File: src/logic/ctu_pkg.sv
package ctu_pkg;
  // apb byte offsets
  localparam logic [7:0] CTU_UNIT_CONTROL_OFF    = 8'h00;
  localparam logic [7:0] CTU_CURRENT_CONTROL_OFF = 8'h04;
  localparam logic [15:0] CTU_UNIT_CONTROL_RST    = 16'h0000;
  localparam logic [15:0] CTU_CURRENT_CONTROL_RST = 16'h0000;
  // writable masks; zero bits ignore writes and read as zero
  localparam logic [15:0] CTU_UNIT_CONTROL_MASK    = 16'hBFFF;
  localparam logic [15:0] CTU_CURRENT_CONTROL_MASK = 16'hFF00;
  // unit_control field positions
  localparam int CTU_UNIT_ENABLE_BIT  = 15;
  localparam int CTU_IDLE_STOP_BIT    = 13;
  localparam int CTU_DELAY_GEN_BIT    = 12;
  localparam int CTU_EDGE_PASS_BIT    = 11;
  localparam int CTU_EDGE_ORDER_BIT   = 10;
  localparam int CTU_DISCHARGE_BIT    = 9;
  localparam int CTU_TRIG_OUT_BIT     = 8;
  localparam int CTU_SECOND_POL_BIT   = 7;
  localparam int CTU_SECOND_SEL_LSB   = 5;
  localparam int CTU_FIRST_POL_BIT    = 4;
  localparam int CTU_FIRST_SEL_LSB    = 2;
  localparam int CTU_SECOND_FLAG_BIT  = 1;
  localparam int CTU_FIRST_FLAG_BIT   = 0;
  // current_source_control field positions
  localparam int CTU_TRIM_LSB         = 10;
  localparam int CTU_RANGE_LSB        = 8;
  // source select encoding
  localparam logic [1:0] CTU_SRC_PIN_A = 2'h3;
  localparam logic [1:0] CTU_SRC_PIN_B = 2'h2;
  localparam logic [1:0] CTU_SRC_OC    = 2'h1;
  localparam logic [1:0] CTU_SRC_TMR   = 2'h0;
  localparam logic [1:0] CTU_RANGE_OFF = 2'h0;
endpackage

File: src/logic/ctu_charge_timing_unit.sv
`timescale 1ns/1ps
module ctu_charge_timing_unit
  import ctu_pkg::*;
(
  input  wire logic        clk,
  input  wire logic        rst,
  input  wire logic        psel,
  input  wire logic        penable,
  input  wire logic        pwrite,
  input  wire logic [7:0]  paddr,
  input  wire logic [31:0] pwdata,
  input  wire logic [3:0]  pstrb,
  output logic             pready,
  output logic [31:0]      prdata,
  output logic             pslverr,
  input  wire logic        ext_edge_pin_a,
  input  wire logic        ext_edge_pin_b,
  input  wire logic        output_compare_one,
  input  wire logic        first_timer,
  input  wire logic        idle_mode,
  input  wire logic        comparator_trip,
  output logic             measure_pulse,
  output logic             pulse_output,
  output logic             trigger_out,
  output logic             delay_route,
  output logic             delay_charge,
  output logic             source_grounded,
  output logic             source_on,
  output logic [1:0]       current_range,
  output logic [5:0]       current_trim
);

  // ***************************************************
  // register bus
  // ***************************************************
  logic [15:0] unit_control_r;
  logic [15:0] current_source_control_r;
  logic        wr_en;
  logic        rd_en;
  logic        hit_ctl;
  logic        hit_cur;
  logic        first_evt;
  logic        second_evt;
  logic        active;

  // a write lands at the edge where the master samples pready high
  assign wr_en   = psel && penable && pwrite && pready;
  assign rd_en   = psel && penable && !pwrite && !pready;
  assign hit_ctl = (paddr == CTU_UNIT_CONTROL_OFF);
  assign hit_cur = (paddr == CTU_CURRENT_CONTROL_OFF);

  function automatic logic [15:0] ctu_merge(input logic [15:0] old,
                                            input logic [31:0] wd,
                                            input logic [3:0]  st,
                                            input logic [15:0] msk);
    logic [15:0] v;
    v = old;
    if (st[0]) v[7:0]  = wd[7:0];
    if (st[1]) v[15:8] = wd[15:8];
    return v & msk;
  endfunction

  // one wait state: answer in the cycle after the first access cycle
  always_ff @(posedge clk) begin
    if (rst) begin
      pready  <= 1'b0;
      pslverr <= 1'b0;
      prdata  <= 32'h0000_0000;
    end else begin
      pready  <= psel && penable && !pready;
      pslverr <= psel && penable && !pready && !hit_ctl && !hit_cur;
      if (rd_en) begin
        if (hit_ctl) prdata <= {16'h0000, unit_control_r};
        else if (hit_cur) prdata <= {16'h0000, current_source_control_r};
        else prdata <= 32'h0000_0000;
      end
    end
  end

  always_ff @(posedge clk) begin
    if (rst) begin
      current_source_control_r <= CTU_CURRENT_CONTROL_RST;
    end else if (wr_en && hit_cur) begin
      current_source_control_r <= ctu_merge(current_source_control_r, pwdata,
                                            pstrb, CTU_CURRENT_CONTROL_MASK);
    end
  end

  // flags: hardware set wins over a software clear in the same cycle
  always_ff @(posedge clk) begin
    if (rst) begin
      unit_control_r <= CTU_UNIT_CONTROL_RST;
    end else begin
      if (wr_en && hit_ctl) begin
        unit_control_r <= ctu_merge(unit_control_r, pwdata, pstrb,
                                    CTU_UNIT_CONTROL_MASK);
        if (first_evt)
          unit_control_r[CTU_FIRST_FLAG_BIT] <= 1'b1;
        if (second_evt)
          unit_control_r[CTU_SECOND_FLAG_BIT] <= 1'b1;
      end else begin
        if (!active) begin
          // disabled unit holds its event state cleared
          unit_control_r[CTU_FIRST_FLAG_BIT]  <= 1'b0;
          unit_control_r[CTU_SECOND_FLAG_BIT] <= 1'b0;
        end else begin
          if (first_evt)
            unit_control_r[CTU_FIRST_FLAG_BIT] <= 1'b1;
          if (second_evt)
            unit_control_r[CTU_SECOND_FLAG_BIT] <= 1'b1;
        end
      end
    end
  end

  // ***************************************************
  // edge sources
  // ***************************************************
  logic [1:0] pin_a_sync_r;
  logic [1:0] pin_b_sync_r;
  logic [3:0] src_prev_r;
  logic [3:0] src_now;

  // first stage feeds only the second stage
  always_ff @(posedge clk) begin
    if (rst) begin
      pin_a_sync_r <= 2'b00;
      pin_b_sync_r <= 2'b00;
    end else begin
      pin_a_sync_r <= {pin_a_sync_r[0], ext_edge_pin_a};
      pin_b_sync_r <= {pin_b_sync_r[0], ext_edge_pin_b};
    end
  end

  // index matches the source select encoding
  assign src_now = {pin_a_sync_r[1], pin_b_sync_r[1],
                    output_compare_one, first_timer};

  always_ff @(posedge clk) begin
    if (rst) src_prev_r <= 4'h0;
    else src_prev_r <= src_now;
  end

  function automatic logic ctu_edge(input logic [3:0] now,
                                    input logic [3:0] prev,
                                    input logic [1:0] sel,
                                    input logic       pol);
    logic n;
    logic p;
    n = now[sel];
    p = prev[sel];
    return pol ? (n && !p) : (!n && p);
  endfunction

  logic en_bit;
  logic pass;
  logic first_raw;
  logic second_raw;
  logic first_seen;

  assign en_bit = unit_control_r[CTU_UNIT_ENABLE_BIT];
  assign active = en_bit &&
                  !(unit_control_r[CTU_IDLE_STOP_BIT] && idle_mode);
  assign pass   = active && unit_control_r[CTU_EDGE_PASS_BIT];
  assign first_raw = ctu_edge(src_now, src_prev_r,
      unit_control_r[CTU_FIRST_SEL_LSB +: 2],
      unit_control_r[CTU_FIRST_POL_BIT]);
  assign second_raw = ctu_edge(src_now, src_prev_r,
      unit_control_r[CTU_SECOND_SEL_LSB +: 2],
      unit_control_r[CTU_SECOND_POL_BIT]);
  assign first_seen = unit_control_r[CTU_FIRST_FLAG_BIT];
  assign first_evt  = pass && first_raw;
  assign second_evt = pass && second_raw &&
      (!unit_control_r[CTU_EDGE_ORDER_BIT] || first_seen);

  // ***************************************************
  // pulse, delay and current source
  // ***************************************************
  logic delay_mode;
  logic trip_seen_r;
  assign delay_mode = unit_control_r[CTU_DELAY_GEN_BIT];

  // a simultaneous first and second event gives a zero-width pulse
  always_ff @(posedge clk) begin
    if (rst) begin
      measure_pulse <= 1'b0;
    end else if (!active || delay_mode) begin
      measure_pulse <= 1'b0;
    end else if (second_evt) begin
      measure_pulse <= 1'b0;
    end else if (first_evt) begin
      measure_pulse <= 1'b1;
    end
  end

  // comparator trip is asynchronous to clk and a pulse is emitted once
  logic [1:0] trip_sync_r;
  always_ff @(posedge clk) begin
    if (rst) trip_sync_r <= 2'b00;
    else trip_sync_r <= {trip_sync_r[0], comparator_trip};
  end

  always_ff @(posedge clk) begin
    if (rst) begin
      delay_charge <= 1'b0;
      pulse_output <= 1'b0;
      trip_seen_r  <= 1'b0;
    end else if (!active || !delay_mode) begin
      delay_charge <= 1'b0;
      pulse_output <= 1'b0;
      trip_seen_r  <= 1'b0;
    end else begin
      pulse_output <= 1'b0;
      if (first_evt && !delay_charge) begin
        delay_charge <= 1'b1;
        trip_seen_r  <= 1'b0;
      end else if (delay_charge && trip_sync_r[1] && !trip_seen_r) begin
        pulse_output <= 1'b1;
        trip_seen_r  <= 1'b1;
        delay_charge <= 1'b0;
      end
    end
  end

  always_ff @(posedge clk) begin
    if (rst) begin
      trigger_out     <= 1'b0;
      delay_route     <= 1'b0;
      source_grounded <= 1'b0;
      source_on       <= 1'b0;
      current_range   <= CTU_RANGE_OFF;
      current_trim    <= 6'h00;
    end else begin
      trigger_out     <= active && unit_control_r[CTU_TRIG_OUT_BIT] &&
                         (measure_pulse || pulse_output);
      delay_route     <= en_bit && delay_mode;
      source_grounded <= unit_control_r[CTU_DISCHARGE_BIT];
      current_range   <= current_source_control_r[CTU_RANGE_LSB +: 2];
      current_trim    <= current_source_control_r[CTU_TRIM_LSB +: 6];
      source_on       <= active &&
          (current_source_control_r[CTU_RANGE_LSB +: 2] != CTU_RANGE_OFF) &&
          (measure_pulse || delay_charge);
    end
  end

  // ***************************************************
  // assertions
  // ***************************************************
  property p_flag_first;
    @(posedge clk) disable iff (rst)
      first_evt |=> unit_control_r[CTU_FIRST_FLAG_BIT];
  endproperty
  a_flag_first: assert property (p_flag_first)
    else $error("first flag not set after event");

  property p_flag_second;
    @(posedge clk) disable iff (rst)
      second_evt |=> unit_control_r[CTU_SECOND_FLAG_BIT];
  endproperty
  a_flag_second: assert property (p_flag_second)
    else $error("second flag not set after event");

  property p_block;
    @(posedge clk) disable iff (rst)
      !unit_control_r[CTU_EDGE_PASS_BIT] |-> !first_evt && !second_evt;
  endproperty
  a_block: assert property (p_block)
    else $error("edge passed while blocked");

  property p_order;
    @(posedge clk) disable iff (rst)
      (unit_control_r[CTU_EDGE_ORDER_BIT] && !first_seen) |-> !second_evt;
  endproperty
  a_order: assert property (p_order)
    else $error("second event before first in order mode");

  property p_pulse_start;
    @(posedge clk) disable iff (rst)
      (first_evt && !second_evt && !delay_mode) |=> measure_pulse;
  endproperty
  a_pulse_start: assert property (p_pulse_start)
    else $error("measure pulse did not start");

  property p_pulse_end;
    @(posedge clk) disable iff (rst)
      second_evt |=> !measure_pulse;
  endproperty
  a_pulse_end: assert property (p_pulse_end)
    else $error("measure pulse did not end");

  property p_disabled;
    @(posedge clk) disable iff (rst)
      !en_bit [*2] |-> !measure_pulse && !pulse_output && !source_on;
  endproperty
  a_disabled: assert property (p_disabled)
    else $error("activity while unit disabled");

  property p_trig;
    @(posedge clk) disable iff (rst)
      !$past(unit_control_r[CTU_TRIG_OUT_BIT]) |-> !trigger_out;
  endproperty
  a_trig: assert property (p_trig)
    else $error("trigger out while disabled");

  property p_range;
    @(posedge clk) disable iff (rst)
      1'b1 |=> current_range ==
               $past(current_source_control_r[CTU_RANGE_LSB +: 2]);
  endproperty
  a_range: assert property (p_range)
    else $error("range output does not follow register");

  property p_idle;
    @(posedge clk) disable iff (rst)
      (unit_control_r[CTU_IDLE_STOP_BIT] && idle_mode) |->
        !first_evt && !second_evt;
  endproperty
  a_idle: assert property (p_idle)
    else $error("edge passed while stopped in idle");

  property p_pulse_once;
    @(posedge clk) disable iff (rst)
      pulse_output |=> !pulse_output;
  endproperty
  a_pulse_once: assert property (p_pulse_once)
    else $error("delay pulse longer than one cycle");

endmodule

File: config.mk
export PLATFORM = sky130hd
export DESIGN_NAME = ctu_charge_timing_unit
export DESIGN_NICKNAME = d
export VERILOG_FILES = /design/src/logic/ctu_pkg.sv /design/src/logic/ctu_charge_timing_unit.sv
export SDC_FILE = /design/constraint.sdc
export NUM_CORES = 1
export LEC_CHECK = 0
export ABC_CLOCK_PERIOD_IN_PS = 2570
export BUFFER_PORTS_ARGS = -buffer_cell sky130_fd_sc_hd__buf_2
export CAP_MARGIN = 5
export CELL_PAD_IN_SITES_DETAIL_PLACEMENT = 0
export CELL_PAD_IN_SITES_GLOBAL_PLACEMENT = 1
export CORE_MARGIN = 4
export CORE_UTILIZATION = 36
export DETAILED_ROUTE_END_ITERATION = 10
export PLACE_DENSITY = 0.77
export SYNTH_ARGS = -nofsm -noshare
export SYNTH_HDL_FRONTEND = slang
export SYNTH_SLANG_ARGS = --single-unit
File: constraint.sdc
create_clock -name clk -period 2.57 [get_ports clk]
set_input_delay 0.514 -clock clk [delete_from_list [all_inputs] [get_ports clk]]
set_output_delay 0.514 -clock clk [all_outputs]
set_load 0.03 [all_outputs]
Yosys cells after proc, flatten, opt, wreduce, memory -nomap -nowiden:

Cells that the tools add are included.

* magnitude comparators: 2
* eq/ne operators: 5
* muxes and demuxes: 22
* reductions and logical operators: 58

Operator list (count)
* $mux W16: 2
* $logic_and A1 B1 Y1: 28
* $logic_not A1 Y1: 14
* $mux W1: 13
* $reduce_and A2 Y1: 5
* $bmux W1 S2: 4
* $eq A8 B3 Y1 const B: 1
* $logic_not A8 Y1: 1
* $lt A2 B3 Y1 const B: 2
* $mux W2: 3
* $ne A3 B2 Y1 const B: 2
* $ne A3 B3 Y1 const B: 2
* $reduce_or A3 Y1: 2
* $logic_or A1 B1 Y1: 5
* $reduce_bool A2 Y1: 2
* $reduce_or A2 Y1: 1

* bits in registers: 83
* bits of input ports: 55
* output and inout port bits: 49
* word-level logic and storage cells: 109

Logic depth before layout (Yosys ltp):

Gate-level depths: netlist of the first run.

* depth after elaboration: 10
* gate-level depth with buffers: 6
* gate-level depth less buffers: 4

Least setup slack after synthesis of the first run:

No wires, ideal clock.

* path kind: input -> register
* from: in paddr[5]
* to: reg current_source_control_r[10]
* library setup time: 128 ps
* data arrival time: 2014 ps
* required time: 2442 ps
* path slack: 428 ps
* stages on the path: 5
* path buffers: 1
* path through: or4_4 -> buf_6 -> nor4_4 -> mux2i_1 -> nor2_1

* word-level cells in the longest chain between the ends: 3

RTL lines
* start: declaration: RTL line ctu_charge_timing_unit.sv:10 `input wire logic [7:0] paddr,`
* $eq A8 B3 Y1: RTL line ctu_charge_timing_unit.sv:50 `assign hit_cur = (paddr == CTU_CURRENT_CONTROL_OFF);`
* $logic_and A1 B1 Y1: RTL line ctu_charge_timing_unit.sv:83 `end else if (wr_en && hit_cur) begin`
* $reduce_and A2 Y1 (no line)
* end signal: assignment: RTL line ctu_charge_timing_unit.sv:84 `current_source_control_r <= ctu_merge(current_source_control_r, pwdata,`
* end: declaration: RTL line ctu_charge_timing_unit.sv:37 `logic [15:0] current_source_control_r;`

Every way passes these cells.
A chain may end at the register's enable or synchronous reset.

Worst setup path in the final report of the first run:

* from: in paddr[2]
* to: reg unit_control_r[0]

* word-level cells in the longest chain between the ends: 4
* elaborated cells between the ends (all ways): 6
* those cells by class: eq/ne (2); mux (1); reduce/logical (3)

RTL lines
* $logic_not A8 Y1 *: RTL line ctu_charge_timing_unit.sv:49 `assign hit_ctl = (paddr == CTU_UNIT_CONTROL_OFF);`
* $logic_and A1 B1 Y1 *: RTL line ctu_charge_timing_unit.sv:94 `if (wr_en && hit_ctl) begin`
* $ne A3 B2 Y1 (no line) / $ne A3 B3 Y1 (equally long branches)
* $reduce_and A2 Y1 (no line)
* end signal: assignment: RTL line ctu_charge_timing_unit.sv:95 `unit_control_r <= ctu_merge(unit_control_r, pwdata, pstrb,`
* end: declaration: RTL line ctu_charge_timing_unit.sv:36 `logic [15:0] unit_control_r;`

Mark *: on every way between the ends. The rest lies on a longest branch, timed or not.

==> impl_metrics.csv, run 1 <==
group,metric,value,unit
floorplan,start_util,37.8,%
global_routing,grt_usage,14.1,%
setup_path,reg2reg_depth,4,
synth,async_reset_ff_share,0,%
global_routing,grt_pass1_wl,9360,um
min_path,min_path_cells,2,
floorplan,die-area,8730,um^2
routing,avgRoutedWirePerCell,13.6,um
synth,syn_inst,254,
min_path,min_from,"ext_edge_pin_a",
clock_network,cts_buffer_depth,2,
final_layout,antenna_cells,0,
timing,timing.fmax,529,MHz
pwr,p_seq_share,47.5,%
final_layout,drive_above_1_share,32.3,%
setup_path,critical-path-top-delay-family,"simple AND/OR/NAND/NOR gates",
routing,final_antenna_net_count,0,
setup_path,startpoint_type,"input pin",
global_routing,grt_overflow,0,
setup_path,slowest_stage,"or4_1",
final_layout,final_util,47.4,%
synth,ys_seq_area_share,51.1,%
synth,ys_seq_elements,67,
synth,synth_cell_types,39,
clock_network,hold_buffers,0,
setup_path,crit_required,2830,ps
timing,drv_slew,0,
setup_path,worst-setup-path-type,"input pin to register",
floorplan,io-pin-count,104,
routing,vias,2016,
timing,period_share,73.5,%
clock_network,cts_buffers,9,
setup_path,cp_data_arrival_time,2140,ps
pwr,leakage,1.38,nW
final_layout,nFillCells,668,
placement,dp_hpwl,4260,um
placement,finalWeightedCongestion,0.743,
setup_path,r2r-end,"measure_pulse",
global_routing,antenna_found_initial,0,
setup_path,r2r-start,"unit_control_r[5]",
synth,synth_top_flop_cell,"dfxtp_1",
min_path,whs_endpoint,"pin_a_sync_r[0]",
final_layout,final_cell_mix,"69 x buf_2, 67 x dfxtp_1, 33 x nor2_1",
routing,dr.first_iter.drc_count,91,
floorplan,coreArea,6940,um^2
routing,post_drt_via_cell_ratio,4.66,
clock_network,clkTransAtPathRegs,70,ps
clock_network,postCtsSetupRepairBufs,0,
floorplan,rows,30,
pwr,power_density,670,nW/um^2
synth,syn_area,2630,um^2
floorplan,die_y,93.4,um
routing,drt_pre_antenna_iters,4,
routing,routed_wirelength,5900,um
timing,slew_headroom,57.2,%
timing,tns,0,ps
outcome,status,"finished clean",
synth,syn_avg_cell_area,10.3,um^2
min_path,hold_path_class,"input pin to register",
pwr,sw_frac_of_total,20.8,%
flow_run,maxCapViolCount,0,
setup_path,crit_fanout,4,
placement,io_buffers,69,
setup_path,max_stage_delay,650,ps
clock_network,htreeDepth,3,
setup_path,worstPathCellList,"buf_2, or4_1, nor3_1, mux2_2, a31oi_1",
floorplan,die_w,93.4,um
clock_network,clock_latency,330,ps
final_layout,final_common_cell,"buf_2",
timing,finalHoldViolations,0,
clock_network,clock_sinks,67,
pwr,pwr-share-clk,47.4,%
clock_network,cts_tree,"yes",
global_routing,first_global_vias,1920,
timing,finalCriticalPeriod,1890,ps
final_layout,fin_nets,387,
pwr,comb_power_share,5.1,%
clock_network,clockRootBuffer,"clkbuf_8",
timing,rsz0062_at_grt,"false",
synth,yosys_warnings,0,
pwr,netSwitchingPower,0.459,mW
routing,drc,0,
timing,setup_viol,0,
final_layout,area_growth,25.4,%
timing,skew,7.05,ps
synth,synth_edf_count,0,
pwr,irDropWorstVdd,0.000306,V
pwr,p_int,1.75,mW
setup_path,timing.critical_path.buf_inv,1,
setup_path,r2r_setup_slack,790,ps
global_routing,grt_max_degree,35,
clock_network,cts_resized,0,
timing,tightest_slew,642,ps
setup_path,end_kind,"register",
[how the worst max path moves through the flow]
stage | start | endpoint | depth (start not counted)
6_report | paddr[2] | unit_control_r[0] | 5
4_1_cts | paddr[2] | unit_control_r[0] | 5
3_5_place_dp | paddr[2] | unit_control_r[0] | 5
5_1_grt | unit_control_r[2] | measure_pulse | 4
3_3_place_gp | paddr[2] | unit_control_r[1] | 5
2_1_floorplan | paddr[5] | current_source_control_r[10] | 5
[metal layers]
metal  GRT usage [%]  up-vias  wire (um)
met5               0        -          0
met4            4.76        0         68
met3            5.47        6        429
met2            20.8       65       2630
met1            18.7      940       2770
li1                -     1005          -
[power by group through the flow]
stage | clock [mW] | sequential [mW] | combinational [mW]
CTS | 1.07 | 1.05 | 0.113
finish | 1.05 | 1.05 | 0.113
global placement | 0 | 1.07 | 0.112
floorplan | 0 | 1.07 | 0.0874
global route | 1.14 | 1.05 | 0.122
detailed placement | 0 | 1.07 | 0.113
[kinds of logic after synthesis]
logic type | count (synthesis) | synth area share, %
DFF | 67 | 51.1
other | 1 | 0.143
and+or+nand+nor | 91 | 19.8
AOI/OAI and AO/OA | 36 | 9.48
buffers and inverters | 32 | 7.19
muxes | 27 | 12.3
[Yosys cell counts, types with 4 or more instances]
cell / number / area share [%]
a22oi_1: 16 / 4.6
dfxtp_1: 67 / 51
buf_4: 16 / 4.6
a21oi_1: 8 / 1.5
nor2_1: 33 / 4.7
mux4_2: 4 / 3.4
nor2b_1: 19 / 4.5
mux2i_1: 21 / 8.0
inv_1: 5 / 0.71
nand2_1: 17 / 2.4
clkbuf_1: 7 / 1.0
[final cells by class]
cell class	instances	area, um^2	area share (%)
inverters	5	18.8	0.570
flip-flops and latches	67	1340	40.7
clock inverters	5	100	3.04
well taps	96	120	3.65
repair buffers	79	420	12.8
multi-input cells	170	1150	35.0
clock buffers	11	141	4.29
[stage by stage]
step | hold WS [ps] | setup WS [ps] | cells | power (mW) | instance area, um^2
after floorplan | 414 | 428 | 269 | 1.16 | 2680
after global placement | 423 | 357 | 417 | 1.18 | 3050
after detailed placement | 425 | 349 | 417 | 1.19 | 3050
after CTS | 369 | 709 | 433 | 2.24 | 3290
after global routing | 372 | 606 | 433 | 2.31 | 3290
final | 388 | 681 | 433 | 2.21 | 3290
[registers in the layout (all words and copies together), names as in the netlist, 2 cells and up]
register / cells
current_trim: 6
current_source_control_r: 8
src_prev_r: 4
trip_sync_r: 2
pin_b_sync_r: 2
current_range: 2
prdata: 16
unit_control_r: 15
pin_a_sync_r: 2
Power figures use the tool's default switching activity.
==> run 2: changes to the inputs <==
ABC_CLOCK_PERIOD_IN_PS = 1500   (was 2570)
CORE_UTILIZATION = 32   (was 36)
PLACE_DENSITY = 0.72   (was 0.77)
clock period = 1.5 ns   (was 2.57 ns; I/O delays follow)
==> run 2 against run 1 <==
Effect of this change: sequential share of layout area fell by 3.2 points; wire length rose by 10%; non-clock buffer count rose by 15; global-route usage fell by 0.81 points; clock skew rose by 1.4 ps; the run now ends with negative setup slack left.
==> impl_metrics.csv, run 2 (synthesis gave the netlist of run 1 again) <==
group,metric,value,unit
outcome,status,"finished, violations left",
outcome,violations,"negative setup slack",
routing,post_drt_via_cell_ratio,4.60,
clock_network,clock_latency,340,ps
pwr,pwr-share-clk,45.4,%
setup_path,crit_fanout,3,
final_layout,largestRegisters,"prdata x16, unit_control_r x15, current_source_control_r x8",
placement,dp.cells,433,
clock_network,clockRootBuffer,"clkbuf_8",
setup_path,startpoint_type,"register",
floorplan,io-pin-count,104,
final_layout,largest_register,"prdata",
setup_path,crit_required,1760,ps
final_layout,drive_above_1_share,41.2,%
pwr,sw_frac_of_total,22.9,%
pwr,leakage,1.50,nW
placement,finalWeightedCongestion,0.819,
setup_path,r2r_setup_slack,-120,ps
floorplan,rows,32,
flow_run,maxCapViolCount,0,
final_layout,largest_reg_flops,16,
routing,dr.first_iter.drc_count,74,
placement,dp_hpwl,4530,um
routing,vias,2087,
routing,drt_pre_antenna_iters,4,
min_path,hold_path_class,"input pin to register",
final_layout,antenna_cells,0,
final_layout,final_cell_mix,"68 x buf_2, 64 x dfxtp_1, 33 x nor2_1",
global_routing,grt_overflow,0,
floorplan,coreArea,7850,um^2
timing,finalCriticalPeriod,1620,ps
clock_network,htreeDepth,3,
routing,drc,0,
setup_path,end_kind,"register",
timing,skew,8.44,ps
floorplan,die_w,98.6,um
timing,timing.fmax,616,MHz
clock_network,cts_buffer_depth,2,
pwr,comb_power_share,6.0,%
final_layout,fin_nets,402,
global_routing,first_global_vias,1928,
pwr,power_density,1030,nW/um^2
setup_path,worst-setup-path-type,"register to register",
setup_path,cp_data_arrival_time,1880,ps
final_layout,finalNonFillerCells,454,
final_layout,area_growth,36.9,%
routing,final_antenna_net_count,0,
pwr,netSwitchingPower,0.846,mW
timing,hold_ws,166,ps
clock_network,cts_buffers,9,
global_routing,grt_pass1_wl,9980,um
clock_network,clock_sinks,67,
floorplan,die_y,98.6,um
timing,drv_slew,0,
clock_network,hold_buffers,0,
pwr,p_seq_share,48.6,%
timing,period_share,108,%
pwr,p_int,2.85,mW
final_layout,final_common_cell,"buf_2",
timing,fin_ws,-122,ps
clock_network,clkTransAtPathRegs,80,ps
global_routing,grt_usage,13.3,%
floorplan,die-area,9720,um^2
floorplan,start_util,33.5,%
timing,finalHoldViolations,0,
placement,io_buffers,69,
routing,avgRoutedWirePerCell,14.3,um
pwr,irDropWorstVdd,0.000545,V
global_routing,grt_max_degree,33,
timing,rsz0062_at_grt,"true",
clock_network,cts_tree,"yes",
global_routing,antenna_found_initial,0,
timing,tns,-1590,ps
pwr,p_total,3.69,mW
timing,setup_viol,35,
routing,routed_wirelength,6500,um
[run 2: cell types whose count changed in the layout (fill, tap and decap cells not counted), sizes merged]
cell      previous run  this run
buf                 79        94
clkinvlp             0         2
bufinv               3         2
clkbuf              11        10
[run 2: final timing paths]
path | start | endpoint | depth (start not counted)
max | unit_control_r[5] | measure_pulse | 4
min | ext_edge_pin_b | pin_b_sync_r[0] | 2
max reg2reg | unit_control_r[5] | measure_pulse | 4
min reg2reg | trip_sync_r[0] | trip_sync_r[1] | 1
[run 2: metal layers]
metal | up-vias | global-route usage (%) | share of wire [%]
met5 | - | 0 | 0
met4 | 0 | 5.99 | 2.0
met3 | 10 | 4.25 | 6.0
met2 | 69 | 19.0 | 45
met1 | 969 | 18.2 | 47
li1 | 1039 | - | -
[run 2: layout make-up]
type                       count  area, um^2
clock buffer                  10         138
multi-input combinational    170        1270
fill                         791        4250
sequential                    67        1350
timing repair buffer          94         608
tap                          102         128
inverter                       5        18.8
clock inverter                 6        88.8
[run 2: power groups by stage]
stage               Combinational [mW]  Sequential [mW]  Clock (mW)
floorplan                        0.151             1.84           0
global placement                 0.197             1.84           0
detailed placement               0.200             1.84           0
CTS                              0.210             1.79        1.73
global route                     0.238             1.80        1.82
finish                           0.220             1.80        1.68
[run 2: critical path: stages (launching register included)]
cell,delay (ps)
dfxtp_2,370
mux4_2,530
and3b_1,210
or2_4,230
a221oi_2,210
[run 2: repair_timing]
| action | CTS | global route |
|---|---|---|
| resized for setup | 14 | 15 |
| setup endpoints to repair | 33 | 41 |
| pin swaps | 7 | 17 |
| cloned | 0 | 0 |
| setup buffers | 2 | 3 |
[run 2: per-stage QoR]
step	worst slack (ps)	utilization (%)	area (um^2)
after floorplan	-386	-	2700
after global placement	-470	40.6	3190
after detailed placement	-529	40.6	3190
after CTS	-139	44.5	3490
after global routing	-183	45.8	3600
final	-122	45.8	3600
